[config.mk]
export PLATFORM = sky130hd
export DESIGN_NAME = tcwu_top
export DESIGN_NICKNAME = d
export VERILOG_FILES = /design/src/hw/tcwu_pkg.sv /design/src/hw/tcwu_top.sv
export SDC_FILE = /design/constraint.sdc
export NUM_CORES = 1
export LEC_CHECK = 0
export BUFFER_PORTS_ARGS = -buffer_cell sky130_fd_sc_hd__buf_2
export CAP_MARGIN = 20
export CORE_MARGIN = 10
export CORE_UTILIZATION = 45
export CTS_BUF_LIST = sky130_fd_sc_hd__clkbuf_16
export DETAILED_ROUTE_END_ITERATION = 6
export GPL_TIMING_DRIVEN = 0
export PLACE_DENSITY = 0.71
export SLEW_MARGIN = 30
export SYNTH_ARGS = -nofsm -noshare
export SYNTH_HDL_FRONTEND = slang
export SYNTH_SLANG_ARGS = --single-unit
[constraint.sdc]
create_clock -name clk_sys_in -period 2.9 [get_ports clk_sys_in]
set_input_delay 0.58 -clock clk_sys_in [delete_from_list [all_inputs] [get_ports clk_sys_in]]
set_output_delay 0.58 -clock clk_sys_in [all_outputs]
set_load 0.03 [all_outputs]
[src/hw/tcwu_pkg.sv]
// Package for the 8-bit timer compare waveform unit.
// Assumes one 200 MHz system clock; the timer tick comes from an internal prescaler.
package tcwu_pkg;
   localparam int unsigned TCWU_CLK_MHZ = 200;

   // Register byte offsets
   localparam logic [3:0] TCWU_OFF_CTRL = 4'h0;
   localparam logic [3:0] TCWU_OFF_COUNT = 4'h4;
   localparam logic [3:0] TCWU_OFF_CMPA = 4'h8;
   localparam logic [3:0] TCWU_OFF_STAT = 4'hC;

   // Control and status field positions
   localparam int unsigned TCWU_CTRL_WGM_LSB = 0;
   localparam int unsigned TCWU_CTRL_CS_LSB = 4;
   localparam int unsigned TCWU_CTRL_COM_LSB = 8;
   localparam int unsigned TCWU_CTRL_FOC_BIT = 12;
   localparam int unsigned TCWU_CTRL_DDR_BIT = 13;
   localparam int unsigned TCWU_CTRL_PORT_BIT = 14;
   localparam int unsigned TCWU_STAT_TOV_BIT = 0;
   localparam int unsigned TCWU_STAT_OCF_BIT = 1;
   localparam int unsigned TCWU_STAT_OC_BIT = 2;

   // Reset values and count limits
   localparam logic [7:0] TCWU_RST_BYTE = 8'h00;
   localparam logic [2:0] TCWU_RST_WGM = 3'h0;
   localparam logic [1:0] TCWU_RST_COM = 2'h0;
   localparam logic [2:0] TCWU_RST_CS = 3'h0;
   localparam logic [7:0] TCWU_MAX = 8'hFF;
   localparam logic [7:0] TCWU_BOTTOM = 8'h00;

   // Waveform select codes
   localparam logic [2:0] TCWU_WGM_NORMAL = 3'h0;
   localparam logic [2:0] TCWU_WGM_CTC = 3'h2;
   localparam logic [2:0] TCWU_WGM_FAST = 3'h3;
   localparam logic [2:0] TCWU_WGM_FAST_A = 3'h7;

   // Output action codes
   localparam logic [1:0] TCWU_COM_NONE = 2'h0;
   localparam logic [1:0] TCWU_COM_TOGGLE = 2'h1;
   localparam logic [1:0] TCWU_COM_CLEAR = 2'h2;
   localparam logic [1:0] TCWU_COM_SET = 2'h3;

   // Prescaler tap counts (divide by N)
   localparam logic [9:0] TCWU_DIV8 = 10'h007;
   localparam logic [9:0] TCWU_DIV32 = 10'h01F;
   localparam logic [9:0] TCWU_DIV64 = 10'h03F;
   localparam logic [9:0] TCWU_DIV128 = 10'h07F;
   localparam logic [9:0] TCWU_DIV256 = 10'h0FF;
   localparam logic [9:0] TCWU_DIV1024 = 10'h3FF;

   typedef struct packed {
      logic [2:0] waveform_select;
      logic [2:0] clock_select_field;
      logic [1:0] channel_a_output_action;
      logic pin_direction_bit;
      logic port_data;
   } tcwu_ctrl_t;

   typedef enum logic [1:0] {
      TCWU_BUS_IDLE = 2'b01,
      TCWU_BUS_ACK = 2'b10
   } tcwu_bus_state_t;
endpackage : tcwu_pkg

[src/hw/tcwu_top.sv]
// Timer8 compare waveform unit: counter, channel A compare output, flags,
// pin override, Avalon-MM register slave.
// Assumes a single-master Avalon-MM bus on clk_sys_in, 32-bit data.
//
// Chosen here: register access over Avalon-MM and the placing of the registers.
`timescale 1ns/100ps
`default_nettype none
module tcwu_top
   import tcwu_pkg::*;
(
   input wire logic clk_sys_in,
   input wire logic sys_rst_in,
   input wire logic [3:0] avs_address_in,
   input wire logic avs_read_in,
   input wire logic avs_write_in,
   input wire logic [31:0] avs_writedata_in,
   input wire logic [3:0] avs_byteenable_in,
   output logic [31:0] avs_readdata_out,
   output logic avs_waitrequest_out,
   output logic pin_out,
   output logic pin_oe_out,
   output logic overflow_flag_out,
   output logic channel_a_compare_flag_out
);
   import tcwu_pkg::*;

   tcwu_ctrl_t ctrl_q;
   tcwu_bus_state_t bus_q;
   logic [7:0] count_value_q;
   logic [7:0] compare_register_a_q;
   logic [7:0] cmp_buf_q;
   logic compare_output_bit_q;
   logic overflow_flag_q;
   logic channel_a_compare_flag_q;
   logic block_q;
   logic [9:0] presc_q;
   logic tick;
   logic is_pwm;
   logic [7:0] top_val;
   logic at_top;
   logic match;
   logic acc;
   logic wr_ctrl;
   logic wr_count;
   logic wr_cmpa;
   logic wr_stat;
   logic force_cmp;

   function automatic logic action_out(input logic [1:0] act, input logic cur);
      case (act)
         TCWU_COM_TOGGLE: action_out = ~cur;
         TCWU_COM_CLEAR: action_out = 1'b0;
         TCWU_COM_SET: action_out = 1'b1;
         default: action_out = cur;
      endcase
   endfunction : action_out

   // Bus: one wait cycle, then acknowledge
   assign acc = (avs_read_in | avs_write_in) && (bus_q == TCWU_BUS_ACK);
   assign avs_waitrequest_out = (avs_read_in | avs_write_in) && !acc;

   always_ff @(posedge clk_sys_in)
   begin
      if (sys_rst_in)
         bus_q <= TCWU_BUS_IDLE;
      else
      begin
         case (bus_q)
            TCWU_BUS_IDLE:
               if (avs_read_in | avs_write_in)
                  bus_q <= TCWU_BUS_ACK;
            TCWU_BUS_ACK: bus_q <= TCWU_BUS_IDLE;
            default: bus_q <= TCWU_BUS_IDLE;
         endcase
      end
   end

   assign wr_ctrl = acc && avs_write_in && avs_address_in == TCWU_OFF_CTRL;
   assign wr_count = acc && avs_write_in && avs_address_in == TCWU_OFF_COUNT
      && avs_byteenable_in[0];
   assign wr_cmpa = acc && avs_write_in && avs_address_in == TCWU_OFF_CMPA
      && avs_byteenable_in[0];
   assign wr_stat = acc && avs_write_in && avs_address_in == TCWU_OFF_STAT
      && avs_byteenable_in[0];

   always_ff @(posedge clk_sys_in)
   begin
      if (sys_rst_in)
         avs_readdata_out <= 32'h00000000;
      // Loaded in the wait cycle so the data stand at the accepting edge
      else if (avs_read_in && bus_q == TCWU_BUS_IDLE)
      begin
         case (avs_address_in)
            TCWU_OFF_CTRL: avs_readdata_out <= {17'h0, ctrl_q.port_data,
               ctrl_q.pin_direction_bit, 1'b0, 2'h0,
               ctrl_q.channel_a_output_action, 1'b0,
               ctrl_q.clock_select_field, 1'b0, ctrl_q.waveform_select};
            TCWU_OFF_COUNT: avs_readdata_out <= {24'h000000, count_value_q};
            TCWU_OFF_CMPA: avs_readdata_out <= {24'h000000, cmp_buf_q};
            TCWU_OFF_STAT: avs_readdata_out <= {29'h0,
               compare_output_bit_q, channel_a_compare_flag_q,
               overflow_flag_q};
            default: avs_readdata_out <= 32'h00000000;
         endcase
      end
   end

   always_ff @(posedge clk_sys_in)
   begin
      if (sys_rst_in)
      begin
         ctrl_q.waveform_select <= TCWU_RST_WGM;
         ctrl_q.clock_select_field <= TCWU_RST_CS;
         ctrl_q.channel_a_output_action <= TCWU_RST_COM;
         ctrl_q.pin_direction_bit <= 1'b0;
         ctrl_q.port_data <= 1'b0;
      end
      else if (wr_ctrl && avs_byteenable_in[0] && avs_byteenable_in[1])
      begin
         ctrl_q.waveform_select <= avs_writedata_in[TCWU_CTRL_WGM_LSB +: 3];
         ctrl_q.clock_select_field <= avs_writedata_in[TCWU_CTRL_CS_LSB +: 3];
         ctrl_q.channel_a_output_action <=
            avs_writedata_in[TCWU_CTRL_COM_LSB +: 2];
         ctrl_q.pin_direction_bit <= avs_writedata_in[TCWU_CTRL_DDR_BIT];
         ctrl_q.port_data <= avs_writedata_in[TCWU_CTRL_PORT_BIT];
      end
   end

   // Prescaler: tick is a one-cycle enable at sys clock / N
   always_ff @(posedge clk_sys_in)
   begin
      if (sys_rst_in || ctrl_q.clock_select_field == TCWU_RST_CS)
         presc_q <= 10'h000;
      else
         presc_q <= presc_q + 10'h001;
   end

   // Tick spacing N sets the toggle period
   // Stopped when clock select is zero
   always_comb
   begin
      case (ctrl_q.clock_select_field)
         3'h1: tick = 1'b1;
         3'h2: tick = (presc_q & TCWU_DIV8) == TCWU_DIV8;
         3'h3: tick = (presc_q & TCWU_DIV32) == TCWU_DIV32;
         3'h4: tick = (presc_q & TCWU_DIV64) == TCWU_DIV64;
         3'h5: tick = (presc_q & TCWU_DIV128) == TCWU_DIV128;
         3'h6: tick = (presc_q & TCWU_DIV256) == TCWU_DIV256;
         3'h7: tick = presc_q == TCWU_DIV1024;
         default: tick = 1'b0;
      endcase
   end

   // Sequence chosen by waveform select alone
   assign is_pwm = ctrl_q.waveform_select == TCWU_WGM_FAST
      || ctrl_q.waveform_select == TCWU_WGM_FAST_A;
   // Top is MAX or compare A
   assign top_val = (ctrl_q.waveform_select == TCWU_WGM_FAST_A) ?
      compare_register_a_q : TCWU_MAX;
   assign at_top = count_value_q == top_val;
   // Match blocked for one tick after a count write
   assign match = tick && !block_q && count_value_q == compare_register_a_q;
   assign force_cmp = wr_ctrl && avs_byteenable_in[1] && !is_pwm
      && avs_writedata_in[TCWU_CTRL_FOC_BIT];

   always_ff @(posedge clk_sys_in)
   begin
      if (sys_rst_in)
         block_q <= 1'b0;
      else if (wr_count)
         block_q <= 1'b1;
      else if (tick)
         block_q <= 1'b0;
   end

   // Counter
   always_ff @(posedge clk_sys_in)
   begin
      if (sys_rst_in)
         count_value_q <= TCWU_RST_BYTE;
      else if (wr_count)
         count_value_q <= avs_writedata_in[7:0];
      else if (tick)
      begin
         // Clear-on-match clears after equality with compare A
         if (ctrl_q.waveform_select == TCWU_WGM_CTC && match)
            count_value_q <= TCWU_BOTTOM;
         // Fast PWM clears the tick after top
         else if (is_pwm && at_top)
            count_value_q <= TCWU_BOTTOM;
         else
            count_value_q <= count_value_q + 8'h01;
      end
   end

   // Buffered, moved to active register at bottom in PWM
   always_ff @(posedge clk_sys_in)
   begin
      if (sys_rst_in)
      begin
         cmp_buf_q <= TCWU_RST_BYTE;
         compare_register_a_q <= TCWU_RST_BYTE;
      end
      else
      begin
         if (wr_cmpa)
            cmp_buf_q <= avs_writedata_in[7:0];
         if (!is_pwm && wr_cmpa)
            compare_register_a_q <= avs_writedata_in[7:0];
         else if (is_pwm && tick && at_top)
            compare_register_a_q <= cmp_buf_q;
      end
   end

   // Compare output bit
   always_ff @(posedge clk_sys_in)
   begin
      if (sys_rst_in)
         compare_output_bit_q <= 1'b0;
      else if (force_cmp)
         compare_output_bit_q <= action_out(
            avs_writedata_in[TCWU_CTRL_COM_LSB +: 2], compare_output_bit_q);
      else if (is_pwm && tick && match)
      begin
         // Polarity from action two or three
         // Match beats bottom so compare MAX holds level under action two or three; toggle still flips at each match
         if (ctrl_q.channel_a_output_action == TCWU_COM_CLEAR)
            compare_output_bit_q <= 1'b0;
         else if (ctrl_q.channel_a_output_action == TCWU_COM_SET)
            compare_output_bit_q <= 1'b1;
         else
            compare_output_bit_q <= action_out(
               ctrl_q.channel_a_output_action, compare_output_bit_q);
      end
      else if (is_pwm && tick && at_top)
      begin
         if (ctrl_q.channel_a_output_action == TCWU_COM_CLEAR)
            compare_output_bit_q <= 1'b1;
         else if (ctrl_q.channel_a_output_action == TCWU_COM_SET)
            compare_output_bit_q <= 1'b0;
      end
      // Action read at the match itself
      else if (match)
         compare_output_bit_q <= action_out(
            ctrl_q.channel_a_output_action, compare_output_bit_q);
   end

   // Flags: hardware set wins over software write-one-to-clear
   always_ff @(posedge clk_sys_in)
   begin
      if (sys_rst_in)
      begin
         overflow_flag_q <= 1'b0;
         channel_a_compare_flag_q <= 1'b0;
      end
      else
      begin
         // Set as count becomes zero from MAX, or from compare A when top is compare A
         if (tick && !wr_count && (is_pwm ? at_top : count_value_q == TCWU_MAX))
            overflow_flag_q <= 1'b1;
         else if (wr_stat && avs_writedata_in[TCWU_STAT_TOV_BIT])
            overflow_flag_q <= 1'b0;
         if (match)
            channel_a_compare_flag_q <= 1'b1;
         else if (wr_stat && avs_writedata_in[TCWU_STAT_OCF_BIT])
            channel_a_compare_flag_q <= 1'b0;
      end
   end

   assign pin_out = (ctrl_q.channel_a_output_action != TCWU_COM_NONE) ?
      compare_output_bit_q : ctrl_q.port_data;
   assign pin_oe_out = ctrl_q.pin_direction_bit;
   assign overflow_flag_out = overflow_flag_q;
   assign channel_a_compare_flag_out = channel_a_compare_flag_q;

   // Assertions
   ovf_normal_a: assert property (@(posedge clk_sys_in) disable iff (sys_rst_in)
      (tick && !wr_count && !is_pwm && count_value_q == TCWU_MAX)
      |=> overflow_flag_q && count_value_q == TCWU_BOTTOM)
      else $error("overflow not set at wrap");
   hold_none_a: assert property (@(posedge clk_sys_in) disable iff (sys_rst_in)
      (ctrl_q.channel_a_output_action == TCWU_COM_NONE && !force_cmp)
      |=> $stable(compare_output_bit_q))
      else $error("output bit moved with no action");
   pin_mux_a: assert property (@(posedge clk_sys_in) disable iff (sys_rst_in)
      (ctrl_q.channel_a_output_action != TCWU_COM_NONE)
      |-> pin_out == compare_output_bit_q)
      else $error("pin not from compare output");
   ctc_clear_a: assert property (@(posedge clk_sys_in) disable iff (sys_rst_in)
      (ctrl_q.waveform_select == TCWU_WGM_CTC && match && !wr_count
      && !wr_ctrl) |=> count_value_q == TCWU_BOTTOM && channel_a_compare_flag_q)
      else $error("clear-on-match failed");
   stop_hold_a: assert property (@(posedge clk_sys_in) disable iff (sys_rst_in)
      (ctrl_q.clock_select_field == TCWU_RST_CS && !wr_count && !wr_ctrl)
      |=> $stable(count_value_q))
      else $error("counter moved while stopped");
   block_match_a: assert property (@(posedge clk_sys_in) disable iff (sys_rst_in)
      wr_count |=> !match until_with tick)
      else $error("match not blocked after count write");
   force_flag_a: assert property (@(posedge clk_sys_in) disable iff (sys_rst_in)
      (force_cmp && !match && !channel_a_compare_flag_q)
      |=> !channel_a_compare_flag_q)
      else $error("force set compare flag");
   pwm_bottom_a: assert property (@(posedge clk_sys_in) disable iff (sys_rst_in)
      (is_pwm && tick && at_top && !match && !wr_count && !wr_ctrl
      && ctrl_q.channel_a_output_action == TCWU_COM_CLEAR)
      |=> compare_output_bit_q && count_value_q == TCWU_BOTTOM)
      else $error("fast PWM bottom set failed");
   cw_toggle_c: cover property (@(posedge clk_sys_in)
      ctrl_q.waveform_select == TCWU_WGM_CTC && match);
   cw_pwm_c: cover property (@(posedge clk_sys_in) is_pwm && tick && at_top);
   cw_force_c: cover property (@(posedge clk_sys_in) force_cmp);
endmodule : tcwu_top
`default_nettype wire

After elaboration in Yosys (flattened, before gate mapping)
Cells that the tools add are included.
{"block": "classes", "addsub": 2, "n_mul": 0, "n_div": 0, "n_lt_le_gt_ge": 0, "n_eq_ne": 32, "shifts": 0, "mux": 28, "n_bitwise": 3, "reduce_logical": 45}
{"operator": "one-hot mux 15 bit (4 select lines)", "count": 1}
{"operator": "2-to-1 mux 8 bit", "count": 7}
{"operator": "logical AND 1 bit", "count": 28}
{"operator": "== test 3 bit (second input constant)", "count": 6}
{"operator": "2-to-1 mux 1 bit", "count": 17}
{"operator": "== test 8 bit", "count": 2}
{"operator": "== test 8 bit (second input constant)", "count": 2}
{"operator": "== test 3 x 2 -> 1 bit (second input constant)", "count": 4}
{"operator": "adder 10 x 1 -> 10 bit (second input constant)", "count": 1}
{"operator": "== test 10 bit (second input constant)", "count": 1}
{"operator": "== test 2 bit (second input constant)", "count": 5}
{"operator": "nonzero test 2 bit", "count": 5}
{"operator": "adder 8 x 1 -> 8 bit (second input constant)", "count": 1}
{"operator": "== test 4 bit (second input constant)", "count": 2}
{"operator": "nonzero test 4 bit", "count": 2}
{"operator": "== test 7 bit (second input constant)", "count": 1}
{"operator": "one-hot mux 1 bit (7 select lines)", "count": 1}
{"operator": "== test 2 x 1 -> 1 bit (second input constant)", "count": 3}
{"operator": "== test 6 bit (second input constant)", "count": 1}
{"operator": "one-hot mux 1 bit (3 select lines)", "count": 2}
{"operator": "== test 5 bit (second input constant)", "count": 1}
{"operator": "!= test 5 x 3 -> 1 bit (second input constant)", "count": 1}
{"operator": "== test 4 x 3 -> 1 bit (second input constant)", "count": 1}
{"operator": "zero test 1 bit", "count": 4}
{"operator": "9 further kinds", "count": 11}
{"block": "totals", "reg_bits": 82, "latch_bits": 0, "ramBits": 0, "mem_bits_ro": 0, "inputBits": 44, "out_inout_bits": 37, "word_cells": 125, "memories": 0}

Longest topological paths before layout
Gate-level depths: netlist of the first run.
{"block": "depth", "ltp_word": 9, "depth_mapped": 11, "depth_no_buf": 10}

Least setup slack after synthesis of the first run
Ideal clock, no wire load.
{"block": "synth_path", "path_type": "reg2reg", "startpoint": "reg presc_q[0]", "endpoint": "reg compare_output_bit_q", "setup_time_ns": 0.129, "t_arrival_ns": 2.113, "required_ns": 2.771, "slack_ns": 0.659, "path_stages_with_launch": 12, "n_path_buf": 1, "period_less_slack_ns": 2.241, "path_cell_list": "dfxtp_1 -> ha_1 -> and3_2 -> ha_1 -> nand3b_1 -> a21oi_1 -> a211o_1 -> nor3_2 -> buf_6 -> a21boi_2 -> a311oi_1 -> a211oi_2"}
{"block": "synth_via", "elab_chain_cells": 7, "elab_cells_between_ends": 18, "cone_classes": "eq/ne: 7; mux: 4; reduce/logical: 7"}
{"item": "from (decl)", "line_no": "tcwu_top.sv:36", "source": "logic [9:0] presc_q;"}
{"item": "from (signal assigned)", "line_no": "tcwu_top.sv:135", "source": "presc_q <= presc_q + 10'h001;"}
{"item": "== test 10 bit, or another cell as far along", "line_no": "tcwu_top.sv:149", "source": "3'h7: tick = presc_q == TCWU_DIV1024;"}
{"item": "one-hot mux 1 bit (7 select lines) (*)", "line_no": "tcwu_top.sv:142", "source": "case (ctrl_q.clock_select_field)"}
{"item": "logical AND 1 bit (on tied branches)", "line_no": "tcwu_top.sv:162, tcwu_top.sv:223, tcwu_top.sv:235"}
{"item": "logical AND 1 bit (on tied branches)", "line_no": "tcwu_top.sv:162, tcwu_top.sv:235"}
{"item": "logical AND 1 bit or 2-to-1 mux 1 bit (tied branches)", "line_no": "tcwu_top.sv:223, tcwu_top.sv:235"}
{"item": "!= test 5 x 3 -> 1 bit (no source line), or another cell as far along"}
{"item": "AND reduction 4 bit (no source line) or 2-to-1 mux 1 bit (tied branches)"}
{"item": "to (signal assigned)", "line_no": "tcwu_top.sv:221", "source": "compare_output_bit_q <= action_out("}
{"item": "to (signal assigned)", "line_no": "tcwu_top.sv:232", "source": "compare_output_bit_q <= action_out("}
{"item": "to (signal assigned)", "line_no": "tcwu_top.sv:244", "source": "compare_output_bit_q <= action_out("}
{"item": "to (decl)", "line_no": "tcwu_top.sv:32", "source": "logic compare_output_bit_q;"}
Mark *: on every way between the ends. The rest lies on a longest branch, timed or not.
A chain may end at the register's enable or synchronous reset.

Worst setup path in the final report of the first run
{"block": "layout_path", "startpoint": "reg presc_q[0]", "endpoint": "reg count_value_q[6]"}
{"block": "layout_via", "elab_chain_cells": 8, "elab_cells_between_ends": 14, "cone_classes": "eq/ne: 6; mux: 4; reduce/logical: 4"}
{"item": "== test 10 bit, or another cell as far along", "line_no": "tcwu_top.sv:149"}
{"item": "one-hot mux 1 bit (7 select lines) (*)", "line_no": "tcwu_top.sv:142"}
{"item": "logical AND 1 bit (2 in a row)", "line_no": "tcwu_top.sv:162", "source": "assign match = tick && !block_q && count_value_q == compare_register_a_q;"}
{"item": "logical AND 1 bit", "line_no": "tcwu_top.sv:186", "source": "if (ctrl_q.waveform_select == TCWU_WGM_CTC && match)"}
{"item": "2-to-1 mux 8 bit", "line_no": "tcwu_top.sv:186"}
{"item": "2-to-1 mux 8 bit", "line_no": "tcwu_top.sv:183", "source": "else if (tick)"}
{"item": "2-to-1 mux 8 bit", "line_no": "tcwu_top.sv:181", "source": "else if (wr_count)"}
{"item": "to (signal assigned)", "line_no": "tcwu_top.sv:182", "source": "count_value_q <= avs_writedata_in[7:0];"}
{"item": "to (signal assigned)", "line_no": "tcwu_top.sv:192", "source": "count_value_q <= count_value_q + 8'h01;"}
{"item": "to (decl)", "line_no": "tcwu_top.sv:29", "source": "logic [7:0] count_value_q;"}
Mark *: on every way between the ends. The rest lies on a longest branch, timed or not. The select of a mux whose other input is x is not followed.

==> results.sh, run 1 <==
export IMPL_status="finished clean"
export IMPL_hold_start="presc_q[0]"
export IMPL_diodes=0
export IMPL_clock_sinks=62
export IMPL_grt_pass1_wl_mm=15.0
export IMPL_ios=81
export IMPL_holdWs_ns=0.447
export IMPL_holdCritPathClass="reg2reg"
export IMPL_synth_edf_count=0
export IMPL_initial_core_util_pct=46.4
export IMPL_syn_avg_cell_area_um2=8.95
export IMPL_port_buffer_count=39
export IMPL_cts_hold_fix_buffers=0
export IMPL_grt_overflow_total=0
export IMPL_yosys_area_share_simple_pct=23.6
export IMPL_synthFlopType="dfxtp_1"
export IMPL_drt_iter0_drc=258
export IMPL_met2WireLength_mm=4.68
export IMPL_yosysTopAreaCell="dfxtp_1"
export IMPL_first_pass_iters=6
export IMPL_yosys_warnings=0
export IMPL_postCtsSetupRepairBufs=0
export IMPL_fin_nets=494
export IMPL_setup_tns_final_ns=0
export IMPL_clkTransAtPathRegs_ns=0.05
export IMPL_path_max_fanout=10
export IMPL_hold_viol_final=0
export IMPL_synthMuxAreaShare_pct=11.0
export IMPL_tightest_slew_ns=0.880
export IMPL_grt_total_usage_pct=16.4
export IMPL_endpoint_kind="flip-flop"
export IMPL_async_flop_share_pct=0
export IMPL_power_density_nw_per_um2=561
export IMPL_drv_cap=0
export IMPL_synth_top_area_share_pct=36.9
export IMPL_wire_per_inst_um=17.0
export IMPL_antenna_found_initial=0
export IMPL_fin_worst_skew_ns=0.0121
export IMPL_reg2reg_slack_ns=0.33
export IMPL_cts_made_buffers=9
export IMPL_total_leakage_power_nw=1.72
export IMPL_regToRegStartpoint="presc_q[0]"
export IMPL_coreArea_um2=7250
export IMPL_ir_drop_uv=314
export IMPL_min_path_cells=1
export IMPL_viasPerCell=5.52
export IMPL_drt_total_wl_mm=9.33
export IMPL_synth_compound_area_share_pct=17.5
export IMPL_post_cts_resized=0
export IMPL_area_growth_pct=22.3
export IMPL_synthTopCellsByArea="dfxtp_1 37%, mux2i_1 8.6%, nor2_1 6.7%, buf_4 5.1%, a22oi_1 3.8%"
export IMPL_crit_required_ns=3.17
export IMPL_met3_length_um=731
export IMPL_drive_gt1_share_pct=24.7
export IMPL_drc=0
export IMPL_clock_path_buffers=2
export IMPL_synth_cell_types=65
export IMPL_relSlewSlack_pct=40.9
export IMPL_synth_top_family_by_area="simple AND/OR/NAND/NOR gates"
export IMPL_cp_start_kind="flip-flop"
export IMPL_routed_top_layer="met4"
export IMPL_synth_seq_area_share_pct=36.9
export IMPL_antenna_left=0
export IMPL_netlist_area_um2=3370
export IMPL_min_period_over_period_pct=88.6
export IMPL_worstSetupPathType="reg2reg"
export IMPL_htree_levels=3
export IMPL_met1_length_mm=3.78
export IMPL_cts_root_buf="clkbuf_16"
export IMPL_hold_path_end="presc_q[0]"
export IMPL_final_cell_mix="62 x dfxtp_1, 60 x nor2_1, 40 x buf_2"
export IMPL_clk_latency_ns=0.33
export IMPL_rows=31
export IMPL_fin_util_pct=56.8
export IMPL_rsz0062_at_grt="false"
export IMPL_post_route_min_period_ns=2.57
export IMPL_max_clock_freq_ghz=0.389
export IMPL_grt_max_degree=12
export IMPL_worstRegToRegCells=9
export IMPL_grt_pass1_vias=2920
export IMPL_gp_congestion=0.963
export IMPL_ys_seq_elements=62
export IMPL_dieHeight_um=106
export IMPL_netlist_instances=376
export IMPL_r2r_end="count_value_q[6]"
export IMPL_tritoncts="built"
export IMPL_drv_slew=0
export IMPL_synth_xor_xnor_area_share_pct=0.781
export IMPL_dp_hpwl_mm=7.09
export IMPL_setup_viol=0
export IMPL_die_x_um=106
export IMPL_crit_arrival_ns=2.83
export IMPL_synth_adder_area_share_pct=1.86
export IMPL_dieArea_um2=11300
export IMPL_final_common_cell="dfxtp_1"
export IMPL_num_vias=3030
==> how the worst max path moves through the flow <==
stage                       from  slack [ns]  cells after the start                   end
2_1_floorplan         presc_q[0]        0.66                     11  compare_output_bit_q
3_3_place_gp          presc_q[0]        0.41                      9      count_value_q[6]
3_5_place_dp   avs_address_in[2]        0.31                      8  compare_output_bit_q
4_1_cts               presc_q[0]        0.33                      9      count_value_q[6]
5_1_grt               presc_q[0]        0.16                      9      count_value_q[6]
6_report              presc_q[0]        0.33                      9      count_value_q[6]
==> where the power goes <==
part           internal [W]  switching (W)  total (W)
sequential         0.000855     0.00000255   0.000858
combinational     0.0000479       0.000100   0.000148
clock              0.000923       0.000382    0.00130
==> Yosys cell counts (3+ instances only) <==
library cell,count
a211oi_1,10
a21boi_2,3
a21o_2,3
a21oi_1,9
a22oi_1,17
a31oi_1,6
and2_1,4
and3_1,5
buf_4,23
buf_6,3
clkbuf_1,12
dfxtp_1,62
ha_1,5
inv_1,5
mux2i_1,29
mux4_2,3
nand2_1,16
nand2b_1,8
nand3_1,11
nand4_1,5
nor2_1,60
nor2b_1,9
nor3_1,7
o21ai_0,6
o21ai_1,4
==> flip-flops by register name, summed over array words and instances, names as in the netlist <==
name / count
avs_readdata_out: 12
block_q: 1
bus_q: 2
channel_a_compare_flag_out: 1
cmp_buf_q: 8
compare_output_bit_q: 1
compare_register_a_q: 8
count_value_q: 8
ctrl_q: 9
overflow_flag_out: 1
pin_oe_out: 1
presc_q: 10
==> routing by layer <==
layer / vias up / global-route usage, %
li1: 1467 / -
met1: 1421 / 20.0
met2: 130 / 27.4
met3: 12 / 5.07
met4: 0 / 4.35
met5: - / 0
==> through the flow <==
step / power (W) / cells / setup WS, ns / instance area [um^2]
after floorplan: 0.000977 / 395 / 0.659 / 3440
after global placement: 0.00102 / 533 / 0.410 / 3760
after detailed placement: 0.00102 / 533 / 0.311 / 3760
after CTS: 0.00232 / 549 / 0.333 / 4120
after global routing: 0.00237 / 549 / 0.156 / 4120
final: 0.00231 / 549 / 0.332 / 4120
==> cell families after synthesis <==
logic type	Yosys count
muxes	33
adders and majority gates	5
buffers and inverters	45
other	1
xor gates and xnor gates	3
AOI/OAI and AO/OA	77
DFF	62
and+or+nand+nor	150
==> critical path: stages (launching register included) <==
cell,delay [ns]
dfxtp_1,0.35
ha_1,0.23
nand3_1,0.13
or4b_4,0.53
a21oi_2,0.26
nand2_1,0.11
a211oi_2,0.31
buf_4,0.24
nor4b_2,0.19
a221o_1,0.14
==> cell type report <==
| cell class | count | area [um^2] |
|---|---|---|
| fillers | 663 | 3140 |
| multi-input cells | 288 | 1920 |
| flip-flops and latches | 62 | 1240 |
| plain buffers | 39 | 256 |
| clock buffers | 9 | 225 |
| repair buffers | 39 | 195 |
| clock inverters | 7 | 136 |
| well taps | 99 | 124 |
| inverters | 6 | 22.5 |
Power figures use the tool's default switching activity.
==> inputs of run 2 (changes only) <==
- CORE_UTILIZATION: 45 -> 54
- MAX_ROUTING_LAYER: unset -> met4
- PLACE_DENSITY: 0.71 -> 0.82
==> results.sh, run 2 (synthesis results as in run 1) <==
export IMPL_status="finished clean"
export IMPL_drc=0
export IMPL_grt_max_degree=12
export IMPL_clkTransAtPathRegs_ns=0.06
export IMPL_rsz0062_at_grt="false"
export IMPL_postCtsSetupRepairBufs=0
export IMPL_coreArea_um2=5990
export IMPL_max_clock_freq_ghz=0.391
export IMPL_drt_iter0_drc=259
export IMPL_clock_sinks=62
export IMPL_crit_arrival_ns=2.84
export IMPL_top_register="avs_readdata_out"
export IMPL_viasPerCell=5.86
export IMPL_total_leakage_power_nw=1.70
export IMPL_port_buffer_count=39
export IMPL_fin_worst_skew_ns=0.00474
export IMPL_reg_top3="avs_readdata_out: 12 flops, presc_q: 10 flops, ctrl_q: 9 flops"
export IMPL_holdCritPathClass="reg2reg"
export IMPL_ir_drop_uv=416
export IMPL_r2r_end="count_value_q[6]"
export IMPL_design_area_um2=4040
export IMPL_grt_total_usage_pct=20.3
export IMPL_relSlewSlack_pct=38.5
export IMPL_antenna_found_initial=0
export IMPL_fill_cells=499
export IMPL_tightest_slew_ns=0.916
export IMPL_clk_latency_ns=0.34
export IMPL_critPathCapture="count_value_q[6]"
export IMPL_setup_viol=0
export IMPL_placed_area_um2=3730
export IMPL_min_period_over_period_pct=88.1
export IMPL_rows=28
export IMPL_critPathLaunch="presc_q[0]"
export IMPL_ios=81
export IMPL_setup_tns_final_ns=0
export IMPL_first_pass_iters=4
export IMPL_drive_gt1_share_pct=24.9
export IMPL_fin_nets=494
export IMPL_initial_core_util_pct=56.2
export IMPL_path_max_fanout=10
export IMPL_power_density_nw_per_um2=530
export IMPL_drv_cap=0
export IMPL_endpoint_kind="flip-flop"
export IMPL_dp_hpwl_mm=6.98
export IMPL_cp_start_kind="flip-flop"
export IMPL_worstRegToRegCells=9
export IMPL_tritoncts="built"
export IMPL_drv_slew=0
export IMPL_post_cts_resized=0
export IMPL_worstSetupPathType="reg2reg"
export IMPL_regToRegStartpoint="presc_q[0]"
export IMPL_die_x_um=99.0
export IMPL_area_growth_pct=20.1
export IMPL_grt_overflow_total=0
export IMPL_grt_pass1_wl_mm=15.7
export IMPL_reg2reg_slack_ns=0.35
export IMPL_antenna_left=0
export IMPL_htree_levels=3
export IMPL_wire_per_inst_um=18.3
export IMPL_cts_root_buf="clkbuf_16"
export IMPL_num_vias=3075
export IMPL_final_common_cell="dfxtp_1"
export IMPL_diodes=0
export IMPL_dieArea_um2=9790
export IMPL_clock_path_buffers=2
export IMPL_hold_viol_final=0
export IMPL_grt_pass1_vias=3102
export IMPL_gp_congestion=0.969
export IMPL_dieHeight_um=99.0
export IMPL_cts_hold_fix_buffers=0
export IMPL_largest_reg_flops=12
export IMPL_drt_total_wl_mm=9.59
export IMPL_final_cell_mix="62 x dfxtp_1, 60 x nor2_1, 40 x buf_2"
export IMPL_cts_made_buffers=9
export IMPL_post_route_min_period_ns=2.55
export IMPL_crit_required_ns=3.18
[run 2: through the flow]
stage	utilization, %	power, W	instances	hold WS, ns	worst slack (ns)
final	67.5	0.00214	525	0.448	0.346
after global routing	67.5	0.00220	525	0.481	0.146
after CTS	67.5	0.00214	525	0.452	0.367
after detailed placement	62.2	0.00102	509	0.444	0.299
after global placement	62.2	0.00102	509	0.431	0.368
after floorplan	-	0.000977	395	0.418	0.659
[run 2: where the power goes]
| group | switching, W | leakage [nW] | total, W | internal [W] |
|---|---|---|---|---|
| Combinational | 0.000101 | 1.04 | 0.000149 | 0.0000479 |
| Clock | 0.000388 | 0.157 | 0.00113 | 0.000746 |
| Sequential | 0.00000250 | 0.500 | 0.000858 | 0.000856 |
| Total | 0.000492 | 1.70 | 0.00214 | 0.00165 |
[run 2: critical path, cell delays in order, from the launching register on]
cell	delay [ns]
dfxtp_1	0.35
ha_1	0.24
nand3_1	0.15
or4b_4	0.53
a21oi_2	0.26
nand2_1	0.12
a211oi_2	0.28
buf_4	0.24
nor4b_2	0.20
a221o_1	0.14
[run 2: worst min-delay path by stage]
stage / start / endpoint / slack [ns] / cells past startpoint
final: presc_q[0] / presc_q[0] / 0.45 / 1
after global routing: presc_q[0] / presc_q[0] / 0.48 / 1
after CTS: presc_q[0] / presc_q[0] / 0.45 / 1
after global placement: presc_q[0] / presc_q[0] / 0.43 / 1
after detailed placement: presc_q[0] / presc_q[0] / 0.44 / 1
after floorplan: presc_q[0] / presc_q[0] / 0.42 / 1
[run 2: area by class of cell]
class,count,area [um^2],area share [%]
inverter,6,22.5,0.557
timing repair buffer,39,195,4.83
tap,75,93.8,2.32
clock buffer,9,225,5.57
buffer,39,256,6.35
multi-input combinational,288,1920,47.4
clock inverter,7,90.1,2.23
sequential,62,1240,30.7
[run 2: routing by layer]
metal | track usage (%) | share of wire (%)
met5 | - | 0
met3 | 6.91 | 8.2
met2 | 33.6 | 51
met4 | 8.27 | 2.1
met1 | 21.9 | 38
